--- src/core/pxc_pkg.sv ---
package pxc_pkg;
  // =====================================================================
  // register indices (management register numbers)
  localparam logic [4:0] REG_RSVD_A     = 5'h18;
  localparam logic [4:0] REG_RSVD_B     = 5'h19;
  localparam logic [4:0] REG_RSVD_C     = 5'h1a;
  localparam logic [4:0] REG_CTRL_FIVE  = 5'h1b;
  localparam logic [4:0] REG_SKEW_FRAME = 5'h1c;
  localparam logic [4:0] REG_STRAP_SEL  = 5'h1f;
  // =====================================================================
  // control five fields
  localparam int CF_XOVER_BIT   = 15;
  localparam int CF_CRS_LSB     = 12;
  localparam int CF_EEP_BIT     = 11;
  localparam int CF_FARLB_BIT   = 10;
  localparam int CF_LOWPWR_BIT  = 9;
  localparam int CF_AMP100_LSB  = 6;
  localparam int CF_AMP1G_LSB   = 3;
  localparam int CF_EDGE_LSB    = 0;
  localparam logic [15:0] CF_RW_MASK = 16'hb7ff;
  localparam logic [15:0] CF_RESET   = 16'h8187;
  // =====================================================================
  // skew and frame fields
  localparam int SK_TX_LSB      = 14;
  localparam int SK_RX_LSB      = 12;
  localparam int SK_JUMBO_LSB   = 10;
  localparam int SK_NOPRE_BIT   = 9;
  localparam logic [15:0] SK_RW_MASK = 16'hfe00;
  localparam logic [15:0] SK_RESET   = 16'h0000;
  // =====================================================================
  // reserved code of both amplitude fields
  localparam logic [2:0] AMP_RESERVED = 3'h3;
  // =====================================================================
  // software reset control register (own)
  localparam int SR_SOFT_BIT = 0;
endpackage

--- src/core/pxc_ext_bank.sv ---
// Functional notes
// - registers 0x18 to 0x1a are fully reserved
// - bit 15 disables crossover in forced 10/100
// - half duplex carrier from rx valid, tx enable, or rx valid alone when bit 13 set
// - full duplex carrier is rx valid or zero
// - bit 11 reads eeprom detected
// - bit 9 enables reduced power mode
// - 100M amplitude field, reset 110, 011 reserved
// - gigabit amplitude field, reset 000, 011 reserved
// - gigabit edge rate field, reset 111
// - rgmii tx/rx skew fields reset from straps
// - max packet length field, four sizes
// - bit 9 allows 10M reception without preamble
module pxc_ext_bank
  import pxc_pkg::*;
(
  // clock and reset
  input  wire logic        ref_clk,
  input  wire logic        rstn,
  // register port
  input  wire logic [4:0]  regAddr,
  input  wire logic [15:0] regWrData,
  input  wire logic        regWrEn,
  input  wire logic        regRdEn,
  output logic [15:0]      regRdData_r,
  // phy status and straps
  input  wire logic        eepromDetected,
  input  wire logic [1:0]  strapSkew,
  input  wire logic        fullDuplex,
  // mac side
  input  wire logic        rxValid,
  input  wire logic        txEnable,
  output logic             carrierSense_r,
  // controls to the phy core
  output logic             xoverDisable_r,
  output logic             lowPowerEn_r,
  output logic [2:0]       amp100_r,
  output logic [2:0]       amp1g_r,
  output logic [2:0]       edgeRate_r,
  output logic [1:0]       txSkew_r,
  output logic [1:0]       rxSkew_r,
  output logic [1:0]       maxLenSel_r,
  output logic             noPreamble_r,
  output logic             farLoopback_r
);
  // =====================================================================
  // state
  logic [15:0] ctrlFive_r,  ctrlFive_nxt;
  logic [15:0] skewFrame_r, skewFrame_nxt;
  logic        strapLoad_r, strapLoad_nxt;
  logic [15:0] rdData_nxt;
  logic        eepSeen_r,   eepSeen_nxt;
  logic        crsNxt;

  function automatic logic [15:0] merge(input logic [15:0] oldV,
                                        input logic [15:0] newV,
                                        input logic [15:0] mask);
    merge = (oldV & ~mask) | (newV & mask);
  endfunction

  // =====================================================================
  // register next values
  always_comb begin
    ctrlFive_nxt  = ctrlFive_r;
    skewFrame_nxt = skewFrame_r;
    strapLoad_nxt = 1'b0;
    eepSeen_nxt   = eepromDetected;
    // straps sampled on the first edge after release, never under reset
    if (strapLoad_r) begin
      skewFrame_nxt[SK_TX_LSB +: 2] = strapSkew;
      skewFrame_nxt[SK_RX_LSB +: 2] = strapSkew;
    end
    if (regWrEn && regAddr == REG_CTRL_FIVE) begin
      ctrlFive_nxt = merge(ctrlFive_r, regWrData, CF_RW_MASK);
      // reserved amplitude codes are refused, field keeps its value
      if (regWrData[CF_AMP100_LSB +: 3] == AMP_RESERVED) begin
        ctrlFive_nxt[CF_AMP100_LSB +: 3] = ctrlFive_r[CF_AMP100_LSB +: 3];
      end
      if (regWrData[CF_AMP1G_LSB +: 3] == AMP_RESERVED) begin
        ctrlFive_nxt[CF_AMP1G_LSB +: 3] = ctrlFive_r[CF_AMP1G_LSB +: 3];
      end
    end
    if (regWrEn && regAddr == REG_SKEW_FRAME) begin
      skewFrame_nxt = merge(skewFrame_r, regWrData, SK_RW_MASK);
    end
    // soft reset: only the non-sticky far loopback bit returns to zero
    if (regWrEn && regAddr == REG_STRAP_SEL && regWrData[SR_SOFT_BIT]) begin
      ctrlFive_nxt[CF_FARLB_BIT] = 1'b0;
    end
  end

  // =====================================================================
  // read path; reserved words and bits read zero
  always_comb begin
    rdData_nxt = 16'h0000;
    if (regRdEn) begin
      unique case (regAddr)
        REG_CTRL_FIVE: begin
          rdData_nxt = ctrlFive_r & CF_RW_MASK;
          rdData_nxt[CF_EEP_BIT] = eepSeen_r;
        end
        REG_SKEW_FRAME: rdData_nxt = skewFrame_r & SK_RW_MASK;
        default:        rdData_nxt = 16'h0000;
      endcase
    end
  end

  pxc_crs_mux u_crs (
    .rxValid    (rxValid),
    .txEnable   (txEnable),
    .fullDuplex (fullDuplex),
    .crsCtrl    (ctrlFive_r[CF_CRS_LSB +: 2]),
    .crsNxt     (crsNxt)
  );

  // =====================================================================
  // registers; hardware reset restores all defaults, soft reset only far loopback
  always_ff @(posedge ref_clk or negedge rstn) begin
    if (!rstn) begin
      ctrlFive_r     <= CF_RESET;
      skewFrame_r    <= SK_RESET;
      strapLoad_r    <= 1'b1;
      regRdData_r    <= 16'h0000;
      eepSeen_r      <= 1'b0;
      carrierSense_r <= 1'b0;
    end else begin
      ctrlFive_r     <= ctrlFive_nxt;
      skewFrame_r    <= skewFrame_nxt;
      strapLoad_r    <= strapLoad_nxt;
      regRdData_r    <= rdData_nxt;
      eepSeen_r      <= eepSeen_nxt;
      carrierSense_r <= crsNxt;
    end
  end

  // outputs are bits of flip-flops
  assign xoverDisable_r = ctrlFive_r[CF_XOVER_BIT];
  assign lowPowerEn_r   = ctrlFive_r[CF_LOWPWR_BIT];
  assign amp100_r       = ctrlFive_r[CF_AMP100_LSB +: 3];
  assign amp1g_r        = ctrlFive_r[CF_AMP1G_LSB +: 3];
  assign edgeRate_r     = ctrlFive_r[CF_EDGE_LSB +: 3];
  assign farLoopback_r  = ctrlFive_r[CF_FARLB_BIT];
  assign txSkew_r       = skewFrame_r[SK_TX_LSB +: 2];
  assign rxSkew_r       = skewFrame_r[SK_RX_LSB +: 2];
  assign maxLenSel_r    = skewFrame_r[SK_JUMBO_LSB +: 2];
  assign noPreamble_r   = skewFrame_r[SK_NOPRE_BIT];

  // =====================================================================
  // checks
  property p_rsvd_read;
    @(posedge ref_clk) disable iff (!rstn)
      regRdEn && (regAddr == REG_RSVD_A || regAddr == REG_RSVD_B ||
                  regAddr == REG_RSVD_C) |=> regRdData_r == 16'h0000;
  endproperty
  a_rsvd_read: assert property (p_rsvd_read)
    else $error("reserved register read nonzero");

  property p_xover_write;
    @(posedge ref_clk) disable iff (!rstn)
      regWrEn && regAddr == REG_CTRL_FIVE
        |=> xoverDisable_r == $past(regWrData[15]);
  endproperty
  a_xover_write: assert property (p_xover_write)
    else $error("crossover bit not written");

  property p_crs_half;
    @(posedge ref_clk) disable iff (!rstn)
      !fullDuplex && !ctrlFive_r[13]
        |=> carrierSense_r == ($past(rxValid) | $past(txEnable));
  endproperty
  a_crs_half: assert property (p_crs_half)
    else $error("half duplex carrier wrong");

  property p_crs_full;
    @(posedge ref_clk) disable iff (!rstn)
      fullDuplex && ctrlFive_r[12] |=> !carrierSense_r;
  endproperty
  a_crs_full: assert property (p_crs_full)
    else $error("full duplex carrier not held low");

  property p_eep_read;
    @(posedge ref_clk) disable iff (!rstn)
      regRdEn && regAddr == REG_CTRL_FIVE
        |=> regRdData_r[11] == $past(eepSeen_r);
  endproperty
  a_eep_read: assert property (p_eep_read)
    else $error("eeprom present bit wrong");

  property p_amp_rsvd;
    @(posedge ref_clk) disable iff (!rstn)
      1'b1 |-> amp100_r != AMP_RESERVED && amp1g_r != AMP_RESERVED;
  endproperty
  a_amp_rsvd: assert property (p_amp_rsvd)
    else $error("reserved amplitude code stored");

  property p_strap_skew;
    @(posedge ref_clk) disable iff (!rstn)
      strapLoad_r |=> txSkew_r == $past(strapSkew) &&
                      rxSkew_r == $past(strapSkew);
  endproperty
  a_strap_skew: assert property (p_strap_skew)
    else $error("skew not loaded from straps");

  property p_sticky;
    @(posedge ref_clk) disable iff (!rstn)
      regWrEn && regAddr == REG_STRAP_SEL
        |=> $stable(skewFrame_r) && lowPowerEn_r == $past(lowPowerEn_r);
  endproperty
  a_sticky: assert property (p_sticky)
    else $error("sticky field lost on soft reset");

  property p_len_write;
    @(posedge ref_clk) disable iff (!rstn)
      regWrEn && regAddr == REG_SKEW_FRAME && !strapLoad_r
        |=> maxLenSel_r == $past(regWrData[11:10]) &&
            noPreamble_r == $past(regWrData[9]);
  endproperty
  a_len_write: assert property (p_len_write)
    else $error("length or preamble field not written");

  // =====================================================================
  // field checks; each field but far loopback and the carrier control is pinned to the
  // write that set it, so a slipped mask bit shows at once rather than in a later read
  property p_rd_idle;
    @(posedge ref_clk) disable iff (!rstn)
      !regRdEn |=> regRdData_r == 16'h0000;
  endproperty
  a_rd_idle: assert property (p_rd_idle)
    else $error("read data left standing");

  property p_rsvd_write;
    @(posedge ref_clk) disable iff (!rstn)
      regWrEn && !strapLoad_r && (regAddr == REG_RSVD_A ||
        regAddr == REG_RSVD_B || regAddr == REG_RSVD_C)
        |=> $stable(ctrlFive_r) && $stable(skewFrame_r);
  endproperty
  a_rsvd_write: assert property (p_rsvd_write)
    else $error("reserved register write changed state");

  property p_ro_read;
    @(posedge ref_clk) disable iff (!rstn)
      regRdEn && regAddr == REG_SKEW_FRAME
        |=> regRdData_r[8:0] == 9'h000;
  endproperty
  a_ro_read: assert property (p_ro_read)
    else $error("reserved skew bits read nonzero");

  property p_lowpwr_write;
    @(posedge ref_clk) disable iff (!rstn)
      regWrEn && regAddr == REG_CTRL_FIVE
        |=> lowPowerEn_r == $past(regWrData[CF_LOWPWR_BIT]);
  endproperty
  a_lowpwr_write: assert property (p_lowpwr_write)
    else $error("reduced power bit not written");

  property p_amp100_write;
    @(posedge ref_clk) disable iff (!rstn)
      regWrEn && regAddr == REG_CTRL_FIVE &&
      regWrData[CF_AMP100_LSB +: 3] != AMP_RESERVED
        |=> amp100_r == $past(regWrData[CF_AMP100_LSB +: 3]);
  endproperty
  a_amp100_write: assert property (p_amp100_write)
    else $error("100M amplitude not written");

  // a reserved code must not disturb the setting already in use
  property p_amp100_keep;
    @(posedge ref_clk) disable iff (!rstn)
      regWrEn && regAddr == REG_CTRL_FIVE &&
      regWrData[CF_AMP100_LSB +: 3] == AMP_RESERVED
        |=> $stable(amp100_r);
  endproperty
  a_amp100_keep: assert property (p_amp100_keep)
    else $error("100M amplitude changed by reserved code");

  property p_amp1g_write;
    @(posedge ref_clk) disable iff (!rstn)
      regWrEn && regAddr == REG_CTRL_FIVE &&
      regWrData[CF_AMP1G_LSB +: 3] != AMP_RESERVED
        |=> amp1g_r == $past(regWrData[CF_AMP1G_LSB +: 3]);
  endproperty
  a_amp1g_write: assert property (p_amp1g_write)
    else $error("gigabit amplitude not written");

  property p_amp1g_keep;
    @(posedge ref_clk) disable iff (!rstn)
      regWrEn && regAddr == REG_CTRL_FIVE &&
      regWrData[CF_AMP1G_LSB +: 3] == AMP_RESERVED
        |=> $stable(amp1g_r);
  endproperty
  a_amp1g_keep: assert property (p_amp1g_keep)
    else $error("gigabit amplitude changed by reserved code");

  property p_edge_write;
    @(posedge ref_clk) disable iff (!rstn)
      regWrEn && regAddr == REG_CTRL_FIVE
        |=> edgeRate_r == $past(regWrData[CF_EDGE_LSB +: 3]);
  endproperty
  a_edge_write: assert property (p_edge_write)
    else $error("edge rate not written");

  property p_crs_rxonly;
    @(posedge ref_clk) disable iff (!rstn)
      !fullDuplex && ctrlFive_r[CF_CRS_LSB + 1]
        |=> carrierSense_r == $past(rxValid);
  endproperty
  a_crs_rxonly: assert property (p_crs_rxonly)
    else $error("half duplex carrier not rx valid alone");

  property p_crs_fullrx;
    @(posedge ref_clk) disable iff (!rstn)
      fullDuplex && !ctrlFive_r[CF_CRS_LSB]
        |=> carrierSense_r == $past(rxValid);
  endproperty
  a_crs_fullrx: assert property (p_crs_fullrx)
    else $error("full duplex carrier not rx valid");

  // a write in the strap cycle still wins, so no strap guard here
  property p_skew_write;
    @(posedge ref_clk) disable iff (!rstn)
      regWrEn && regAddr == REG_SKEW_FRAME
        |=> txSkew_r == $past(regWrData[SK_TX_LSB +: 2]) &&
            rxSkew_r == $past(regWrData[SK_RX_LSB +: 2]);
  endproperty
  a_skew_write: assert property (p_skew_write)
    else $error("skew fields not written");

  property p_soft_clear;
    @(posedge ref_clk) disable iff (!rstn)
      regWrEn && regAddr == REG_STRAP_SEL && regWrData[SR_SOFT_BIT]
        |=> !farLoopback_r;
  endproperty
  a_soft_clear: assert property (p_soft_clear)
    else $error("soft reset left far loopback set");
endmodule

--- src/core/pxc_crs_mux.sv ---
module pxc_crs_mux
  import pxc_pkg::*;
(
  // mac side
  input  wire logic       rxValid,
  input  wire logic       txEnable,
  input  wire logic       fullDuplex,
  // control
  input  wire logic [1:0] crsCtrl,
  // result
  output logic            crsNxt
);
  always_comb begin
    if (fullDuplex) begin
      crsNxt = crsCtrl[0] ? 1'b0 : rxValid;
    end else begin
      crsNxt = crsCtrl[1] ? rxValid : (rxValid | txEnable);
    end
  end
endmodule

--- config.mk ---
export PLATFORM = sky130hd
export DESIGN_NAME = pxc_ext_bank
export DESIGN_NICKNAME = d
export VERILOG_FILES = /design/src/core/pxc_pkg.sv /design/src/core/pxc_ext_bank.sv /design/src/core/pxc_crs_mux.sv
export SDC_FILE = /design/constraint.sdc
export NUM_CORES = 1
export LEC_CHECK = 0
export BUFFER_PORTS_ARGS = -buffer_cell sky130_fd_sc_hd__buf_2
export CAP_MARGIN = 10
export CORE_MARGIN = 2
export CORE_UTILIZATION = 51
export DETAILED_ROUTE_END_ITERATION = 16
export GPL_TIMING_DRIVEN = 1
export PLACE_DENSITY = 0.83
export SETUP_SLACK_MARGIN = 0.2
export SLEW_MARGIN = 10
export SYNTH_ARGS = -nofsm -noshare
export SYNTH_HDL_FRONTEND = slang
export SYNTH_SLANG_ARGS = --single-unit
--- constraint.sdc ---
create_clock -name ref_clk -period 2.6 [get_ports ref_clk]
set_input_delay 0.13 -clock ref_clk [delete_from_list [all_inputs] [get_ports ref_clk]]
set_output_delay 0.13 -clock ref_clk [all_outputs]
set_load 0.1 [all_outputs]
==> results of run 1 <==
[power groups by stage]
stage,registers [mW],logic [mW],clock network [mW]
after floorplan,0.957,0.372,0
after global placement,0.761,0.638,0
after detailed placement,0.765,0.645,0
after CTS,0.752,0.650,0.324
after global routing,0.761,0.671,0.355
final,0.753,0.648,0.317
[placed cells by master (no fill, tap or decap)]
master and instances:
nor3_1 5, dlygate4sd3_1 4, nor3_2 1, a21oi_1 1, clkinv_2 2, buf_2 66, dfstp_2 7, clkbuf_8 1
a211o_2 1, clkbuf_4 5, conb_1 1, nand2_2 1, a22o_1 7, o22ai_1 1, o21ai_0 4, or4_4 1
nand4b_1 1, mux2_4 7, nor4_1 3, a211oi_1 2, buf_4 2, and2_1 8, nand2_1 4, o22a_1 4
nor2b_1 4, nand3_1 1, dfrtp_1 33, or3_1 1, inv_1 9, mux2_2 7, o2bb2ai_1 2
[cell families after synthesis]
kind of cell | synth area share, %
DFF | 60.0
and+or+nand+nor | 10.8
other | 0.223
muxes | 10.9
AOI/OAI and AO/OA | 10.1
buffers and inverters | 7.89
[through the flow]
stage / worst slack, ns / hold slack [ns]
2_1_floorplan: 1.23 / -0.166
3_3_place_gp: 1.14 / 0.240
3_5_place_dp: 1.09 / 0.240
4_1_cts: 1.13 / 0.00273
5_1_grt: 1.10 / 0.00218
6_report: 1.14 / 0.0134
[per-layer routing]
metal  routed length (um)  part of all wire, %  track usage (%)
met5                    0                    0                0
met4                  124                  3.6             14.6
met3                  200                  5.8             4.20
met2                 1830                   53             33.9
met1                 1290                   37             22.2
[flip-flops by register name, summed over array words and instances (netlist names)]
| signal | count |
|---|---|
| ctrlFive_r | 14 |
| eepSeen_r | 1 |
| skewFrame_r | 7 |
| regRdData_r | 16 |
| carrierSense_r | 1 |
| strapLoad_r | 1 |
[final timing paths]
kind	endpoint	slack (ns)	cells past startpoint
worst max-delay path	xoverDisable_r	1.14	1
worst min-delay path	skewFrame_r[11]$_DFFE_PN0P_	0.01	2
worst max register to register	skewFrame_r[15]$_DFFE_PN0P_	1.54	2
worst min register to register	regRdData_r[11]$_DFF_PN0_	0.47	1
max in group asynchronous	regRdData_r[6]$_DFF_PN0_	1.65	2
min in group asynchronous	regRdData_r[15]$_DFF_PN0_	0.43	2
[final cells by class]
type,count,area [um2],area share (%)
Sequential cell,40,1010,48.4
Multi-Input combinational cell,67,539,25.9
Timing Repair Buffer,72,385,18.5
Tap cell,44,55.1,2.64
Clock buffer,6,51.3,2.46
Inverter,9,33.8,1.62
Clock inverter,2,10.0,0.480
[synth_stat cells, drive strengths merged]
cell      n
a21oi     1
o21ai     4
a211oi    2
nor3      6
mux2     14
dfstp     7
conb      1
nor2b     4
a211o     1
or3       1
inv       9
and2      8
o2bb2ai   2
nor4      3
nand3     1
nand4b    1
o22a      4
clkbuf    1
or4       1
o22ai     1
a22o      7
dfrtp    33
buf      12
nand2     5
[repair_timing]
item / in CTS / in global routing
hold buffers: 3 / 1
gates resized for setup: 0 / 0
hold endpoints to repair: 35 / 1
==> results.py, run 1 <==
metrics = {
    "run_status": {
        "status": "completed",
    },
    "clock_tree": {
        "clk_pin_slew_ns": 0.11,
        "cts_made_buffers": 5,
        "numClockSinks": 40,
        "htree_levels": 2,
        "postCtsSetupRepairBufs": 0,
        "cts_root_buf": "clkbuf_4",
        "cts_buffer_depth": 2,
        "cts_tree": "yes",
        "clk_latency_ns": 0.35,
    },
    "grt": {
        "grt_pass1_vias": 1216,
        "grt_max_degree": 41,
        "grt_overflow_total": 0,
        "grt_use_total_pct": 20.0,
        "grt_pass1_wl_um": 5250,
        "antenna_found_initial": 0,
    },
    "die": {
        "fp-row-count": 20,
        "die_y_um": 61.4,
        "die_x_um": 61.4,
        "dieArea_um2": 3770,
        "start_util_pct": 54.2,
        "design.portCount": 67,
        "core_area_um2": 3100,
    },
    "logic_synthesis": {
        "syn_inst": 129,
        "yosys_warnings": 0,
        "yosys-top-cells-area": "dfrtp_1 49%, dfstp_2 11%, mux2_4 6.3%, mux2_2 4.7%, buf_4 4.0%",
        "synth_fp_nets": 160,
        "ys_types": 29,
        "avgSynthCellArea_um2": 13.0,
        "synth_top_area_cell": "dfrtp_1",
        "synth_area_um2": 1680,
        "ys_seq_elements": 40,
        "synth-seq-area-share_pct": 60.0,
        "synth_top_area_share_pct": 49.1,
    },
    "finish": {
        "design_area_um2": 2080,
        "finish.utilization_pct": 67.2,
        "layout-drive-gt1-share_pct": 51.5,
        "final_cells": 240,
        "area_growth_pct": 24.0,
        "fin_nets": 226,
        "antennaDiodeCount": 0,
        "nFillCells": 246,
    },
    "pwr": {
        "powerDensity_nw_per_um2": 824,
        "finalPower_mw": 1.72,
        "power_frac_seq_pct": 43.8,
        "power.share.switching_pct": 44.7,
        "peakVddDrop_mv": 0.343,
        "p_leak_nw": 1.11,
        "p_comb_share_pct": 37.7,
        "pwr-share-clk_pct": 18.5,
        "intPower_mw": 0.950,
        "netSwitchingPower_mw": 0.768,
    },
    "drt": {
        "drt_iter0_markers": 43,
        "wire_per_inst_um": 14.3,
        "num_vias": 1214,
        "drtPass1Iterations": 4,
        "routed_wirelength_um": 3440,
        "vias_per_cell": 5.06,
        "ant_nets": 0,
        "drc": 0,
    },
    "sta": {
        "hold_violations": 0,
        "finalClockSkew_ns": 0.00726,
        "final.setup.tns_ns": 0,
        "timing.final.crit_share_pct": 56.0,
        "period_needed_ns": 1.46,
        "max-slew-margin-rel_pct": 43.5,
        "max_clock_freq_mhz": 687,
        "max_slew.worst_pin.slew_ns": 0.847,
        "drv_slew": 0,
        "setup_viol_count_final": 0,
        "grt_setup_unrepaired": "false",
    },
    "min_path": {
        "min_path_type": "in2reg",
        "hp-start": "regWrData[11]",
    },
    "critical_path": {
        "cp-startpoint": "ctrlFive_r[15]$_DFFE_PN1P_",
        "path_max_fanout": 3,
        "crit_buf_inv": 1,
        "endpoint_kind": "output pin",
        "cp_slowest_cell": "dfstp_2",
        "worstPathArrival_ns": 1.33,
        "critPathTopFamily": "flip-flops",
        "start_kind": "flop",
        "r2r_start": "strapLoad_r$_DFF_PN1_",
        "slowest_delay_ns": 0.56,
        "crit_chain": "buf_2",
        "critPathKind": "reg2out",
        "cp.required_ns": 2.47,
    },
    "placed_design": {
        "portBuffers": 66,
        "dpl_cell_area_um2": 1980,
        "gp_congestion": 0.909,
        "hpwl_um": 2600,
        "dp.cells": 228,
    },
    "run": {
        "drv_cap": 0,
    },
}
Power figures use the tool's default switching activity.
==> run 2, diff against run 1 <==
--- a/config.mk
+++ b/config.mk
@@ -5,13 +5,14 @@
 export SDC_FILE = /design/constraint.sdc
 export NUM_CORES = 1
 export LEC_CHECK = 0
+export ABC_AREA = 1
 export BUFFER_PORTS_ARGS = -buffer_cell sky130_fd_sc_hd__buf_2
 export CAP_MARGIN = 10
 export CORE_MARGIN = 2
-export CORE_UTILIZATION = 51
+export CORE_UTILIZATION = 47
 export DETAILED_ROUTE_END_ITERATION = 16
 export GPL_TIMING_DRIVEN = 1
-export PLACE_DENSITY = 0.83
+export PLACE_DENSITY = 0.78
 export SETUP_SLACK_MARGIN = 0.2
 export SLEW_MARGIN = 10
 export SYNTH_ARGS = -nofsm -noshare
==> constraint.sdc (replaced) <==
create_clock -name ref_clk -period 1.5 [get_ports ref_clk]
set_input_delay 0.075 -clock ref_clk [delete_from_list [all_inputs] [get_ports ref_clk]]
set_output_delay 0.075 -clock ref_clk [all_outputs]
set_load 0.1 [all_outputs]
==> results.py, run 2 <==
metrics = {
    "critical_path": {
        "cp.required_ns": 1.42,
        "critPathKind": "reg2out",
        "worstPathArrival_ns": 1.18,
        "slowest_delay_ns": 0.44,
        "r2r_slack_ns": 0.61,
        "start_kind": "flop",
        "critPathTopFamily": "buffers and inverters",
        "rr_endpoint": "skewFrame_r[14]$_DFFE_PN0P_",
        "reg2reg_depth": 3,
        "cp_slowest_cell": "buf_2",
        "endpoint_kind": "output pin",
        "crit_buf_inv": 1,
        "r2r_start": "strapLoad_r$_DFF_PN1_",
        "path_max_fanout": 3,
        "crit_chain": "buf_2",
    },
    "die": {
        "start_util_pct": 49.2,
        "dieArea_um2": 4010,
        "die_y_um": 63.3,
        "design.portCount": 67,
        "core_area_um2": 3360,
        "fp-row-count": 21,
        "die_x_um": 63.3,
    },
    "sta": {
        "period_needed_ns": 1.26,
        "grt_setup_unrepaired": "false",
        "final.setup.tns_ns": 0,
        "setup_viol_count_final": 0,
        "hold_violations": 0,
        "max_clock_freq_mhz": 796,
        "timing.final.crit_share_pct": 83.8,
        "drv_slew": 0,
        "finalClockSkew_ns": 0.0110,
    },
    "grt": {
        "grt_max_degree": 24,
        "grt_overflow_total": 0,
        "grt_pass1_vias": 1412,
        "grt_use_total_pct": 20.4,
        "antenna_found_initial": 0,
        "grt_pass1_wl_um": 6280,
    },
    "drt": {
        "ant_nets": 0,
        "num_vias": 1416,
        "vias_per_cell": 4.66,
        "wire_per_inst_um": 11.9,
        "routed_wirelength_um": 3620,
        "drc": 0,
        "drt_iter0_markers": 55,
        "drtPass1Iterations": 4,
    },
    "logic_synthesis": {
        "synthFlopType": "dfrtp_1",
        "synth_fp_nets": 208,
        "synth_compound_area_share_pct": 4.99,
        "synth_area_um2": 1650,
        "synthXorXnorAreaFrac_pct": 0,
        "yosys.cell_count.top_type": "nand2_1",
        "ys_types": 21,
        "avgSynthCellArea_um2": 9.35,
        "muxShareOfSynthArea_pct": 0,
        "yosys.area_share.simple_pct": 22.6,
        "async_reset_ff_share_pct": 100,
        "syn_inst": 177,
        "ys_seq_elements": 40,
        "synth_edf_count": 0,
        "synth_top_family_by_area": "simple AND/OR/NAND/NOR gates",
        "synth-seq-area-share_pct": 61.0,
        "synth_top_area_cell": "dfrtp_1",
        "yosys_warnings": 0,
        "synthTopCellsByCount": "49 x nand2_1, 33 x dfrtp_1, 19 x inv_1",
        "synth_fa_ha_area_share_pct": 0,
        "synth_top_area_share_pct": 49.9,
        "yosys-top-cells-area": "dfrtp_1 50%, dfstp_2 11%, nand2_1 11%, nand3_1 4.5%, inv_1 4.3%",
    },
    "finish": {
        "area_growth_pct": 35.2,
        "antennaDiodeCount": 0,
        "layout_common_cells": "56 x buf_2, 49 x nand2_1, 33 x dfrtp_1, 19 x inv_1, 18 x dlygate4sd3_1",
        "layout-drive-gt1-share_pct": 33.3,
        "fin_nets": 288,
        "final_common_cell": "buf_2",
        "largest_register": "regRdData_r",
        "top_regs": "regRdData_r: 16 flops, ctrlFive_r: 14 flops, skewFrame_r: 7 flops",
        "design_area_um2": 2240,
        "largest_reg_flops": 16,
        "finish.utilization_pct": 66.5,
    },
    "clock_tree": {
        "cts_tree": "yes",
        "htree_levels": 2,
        "clk_latency_ns": 0.34,
        "cts_made_buffers": 5,
        "clk_pin_slew_ns": 0.12,
        "numClockSinks": 40,
        "cts_buffer_depth": 2,
        "cts_root_buf": "clkbuf_4",
    },
    "placed_design": {
        "dpl_cell_area_um2": 1970,
        "gp_congestion": 0.826,
        "portBuffers": 66,
        "hpwl_um": 2560,
    },
    "min_path": {
        "min_path_type": "in2reg",
        "hold_depth": 3,
        "hp-start": "rxValid",
        "holdPathEnd": "carrierSense_r$_DFF_PN0_",
    },
    "run": {
        "drv_cap": 0,
    },
    "run_status": {
        "status": "completed",
    },
    "pwr": {
        "powerDensity_nw_per_um2": 1350,
        "p_leak_nw": 1.22,
        "peakVddDrop_mv": 1.03,
    },
}
run 2: cell families after synthesis:
family	after synthesis
other	1
AND/OR/NAND/NOR	86
flip-flops	40
buffers and inverters	35
AO/OA/AOI/OAI	15
run 2: final cells by class:
cell class,count,area [um2]
Fill cell,303,1130
Tap cell,46,57.6
Timing Repair Buffer,86,567
Clock buffer,8,58.8
Multi-Input combinational cell,102,460
Inverter,22,83.8
Sequential cell,40,1010
run 2: worst max-delay path by stage:
| stage | from | endpoint | slack (ns) | depth (start not counted) |
|---|---|---|---|---|
| after floorplan | skewFrame_r[13]$_DFFE_PN0P_ | regRdData_r[13]$_DFF_PN0_ | 0.23 | 2 |
| after global placement | regWrEn | ctrlFive_r[5]$_DFFE_PN0P_ | 0.43 | 8 |
| after detailed placement | regAddr[0] | regRdData_r[13]$_DFF_PN0_ | 0.41 | 4 |
| after CTS | ctrlFive_r[10]$_DFFE_PN0P_ | farLoopback_r | 0.21 | 1 |
| after global routing | ctrlFive_r[5]$_DFFE_PN0P_ | amp1g_r[2] | 0.20 | 1 |
| final | skewFrame_r[9]$_DFFE_PN0P_ | noPreamble_r | 0.24 | 1 |
run 2: per-stage QoR:
step | instances | hold WS (ns) | total power [mW] | setup WS (ns)
floorplan | 177 | -0.221 | 2.25 | 0.229
global placement | 278 | 0.0480 | 2.39 | 0.434
detailed placement | 278 | 0.0514 | 2.41 | 0.406
CTS | 304 | 0.0133 | 3.01 | 0.213
global route | 304 | 0.0238 | 3.14 | 0.202
finish | 304 | 0.0186 | 3.01 | 0.244
run 2: routing by layer:
| layer | global-route usage [%] | part of all wire (%) |
|---|---|---|
| met1 | 24.4 | 41 |
| met2 | 35.4 | 50 |
| met3 | 4.29 | 7.0 |
| met4 | 9.24 | 1.5 |
| met5 | 0 | 0 |
run 2: what timing repair did:
action                     in CTS  in global routing
hold buffers                   18                  0
buffers inserted                0                  0
setup endpoints to repair       6                  5
hold endpoints to repair       35                  0
gates resized for setup         6                  5
run 2: report_power, final:
part	internal, mW	leakage, nW	switching, mW
logic	0.226	0.680	0.933
clock network	0.232	0.0326	0.325
registers	1.22	0.507	0.0757
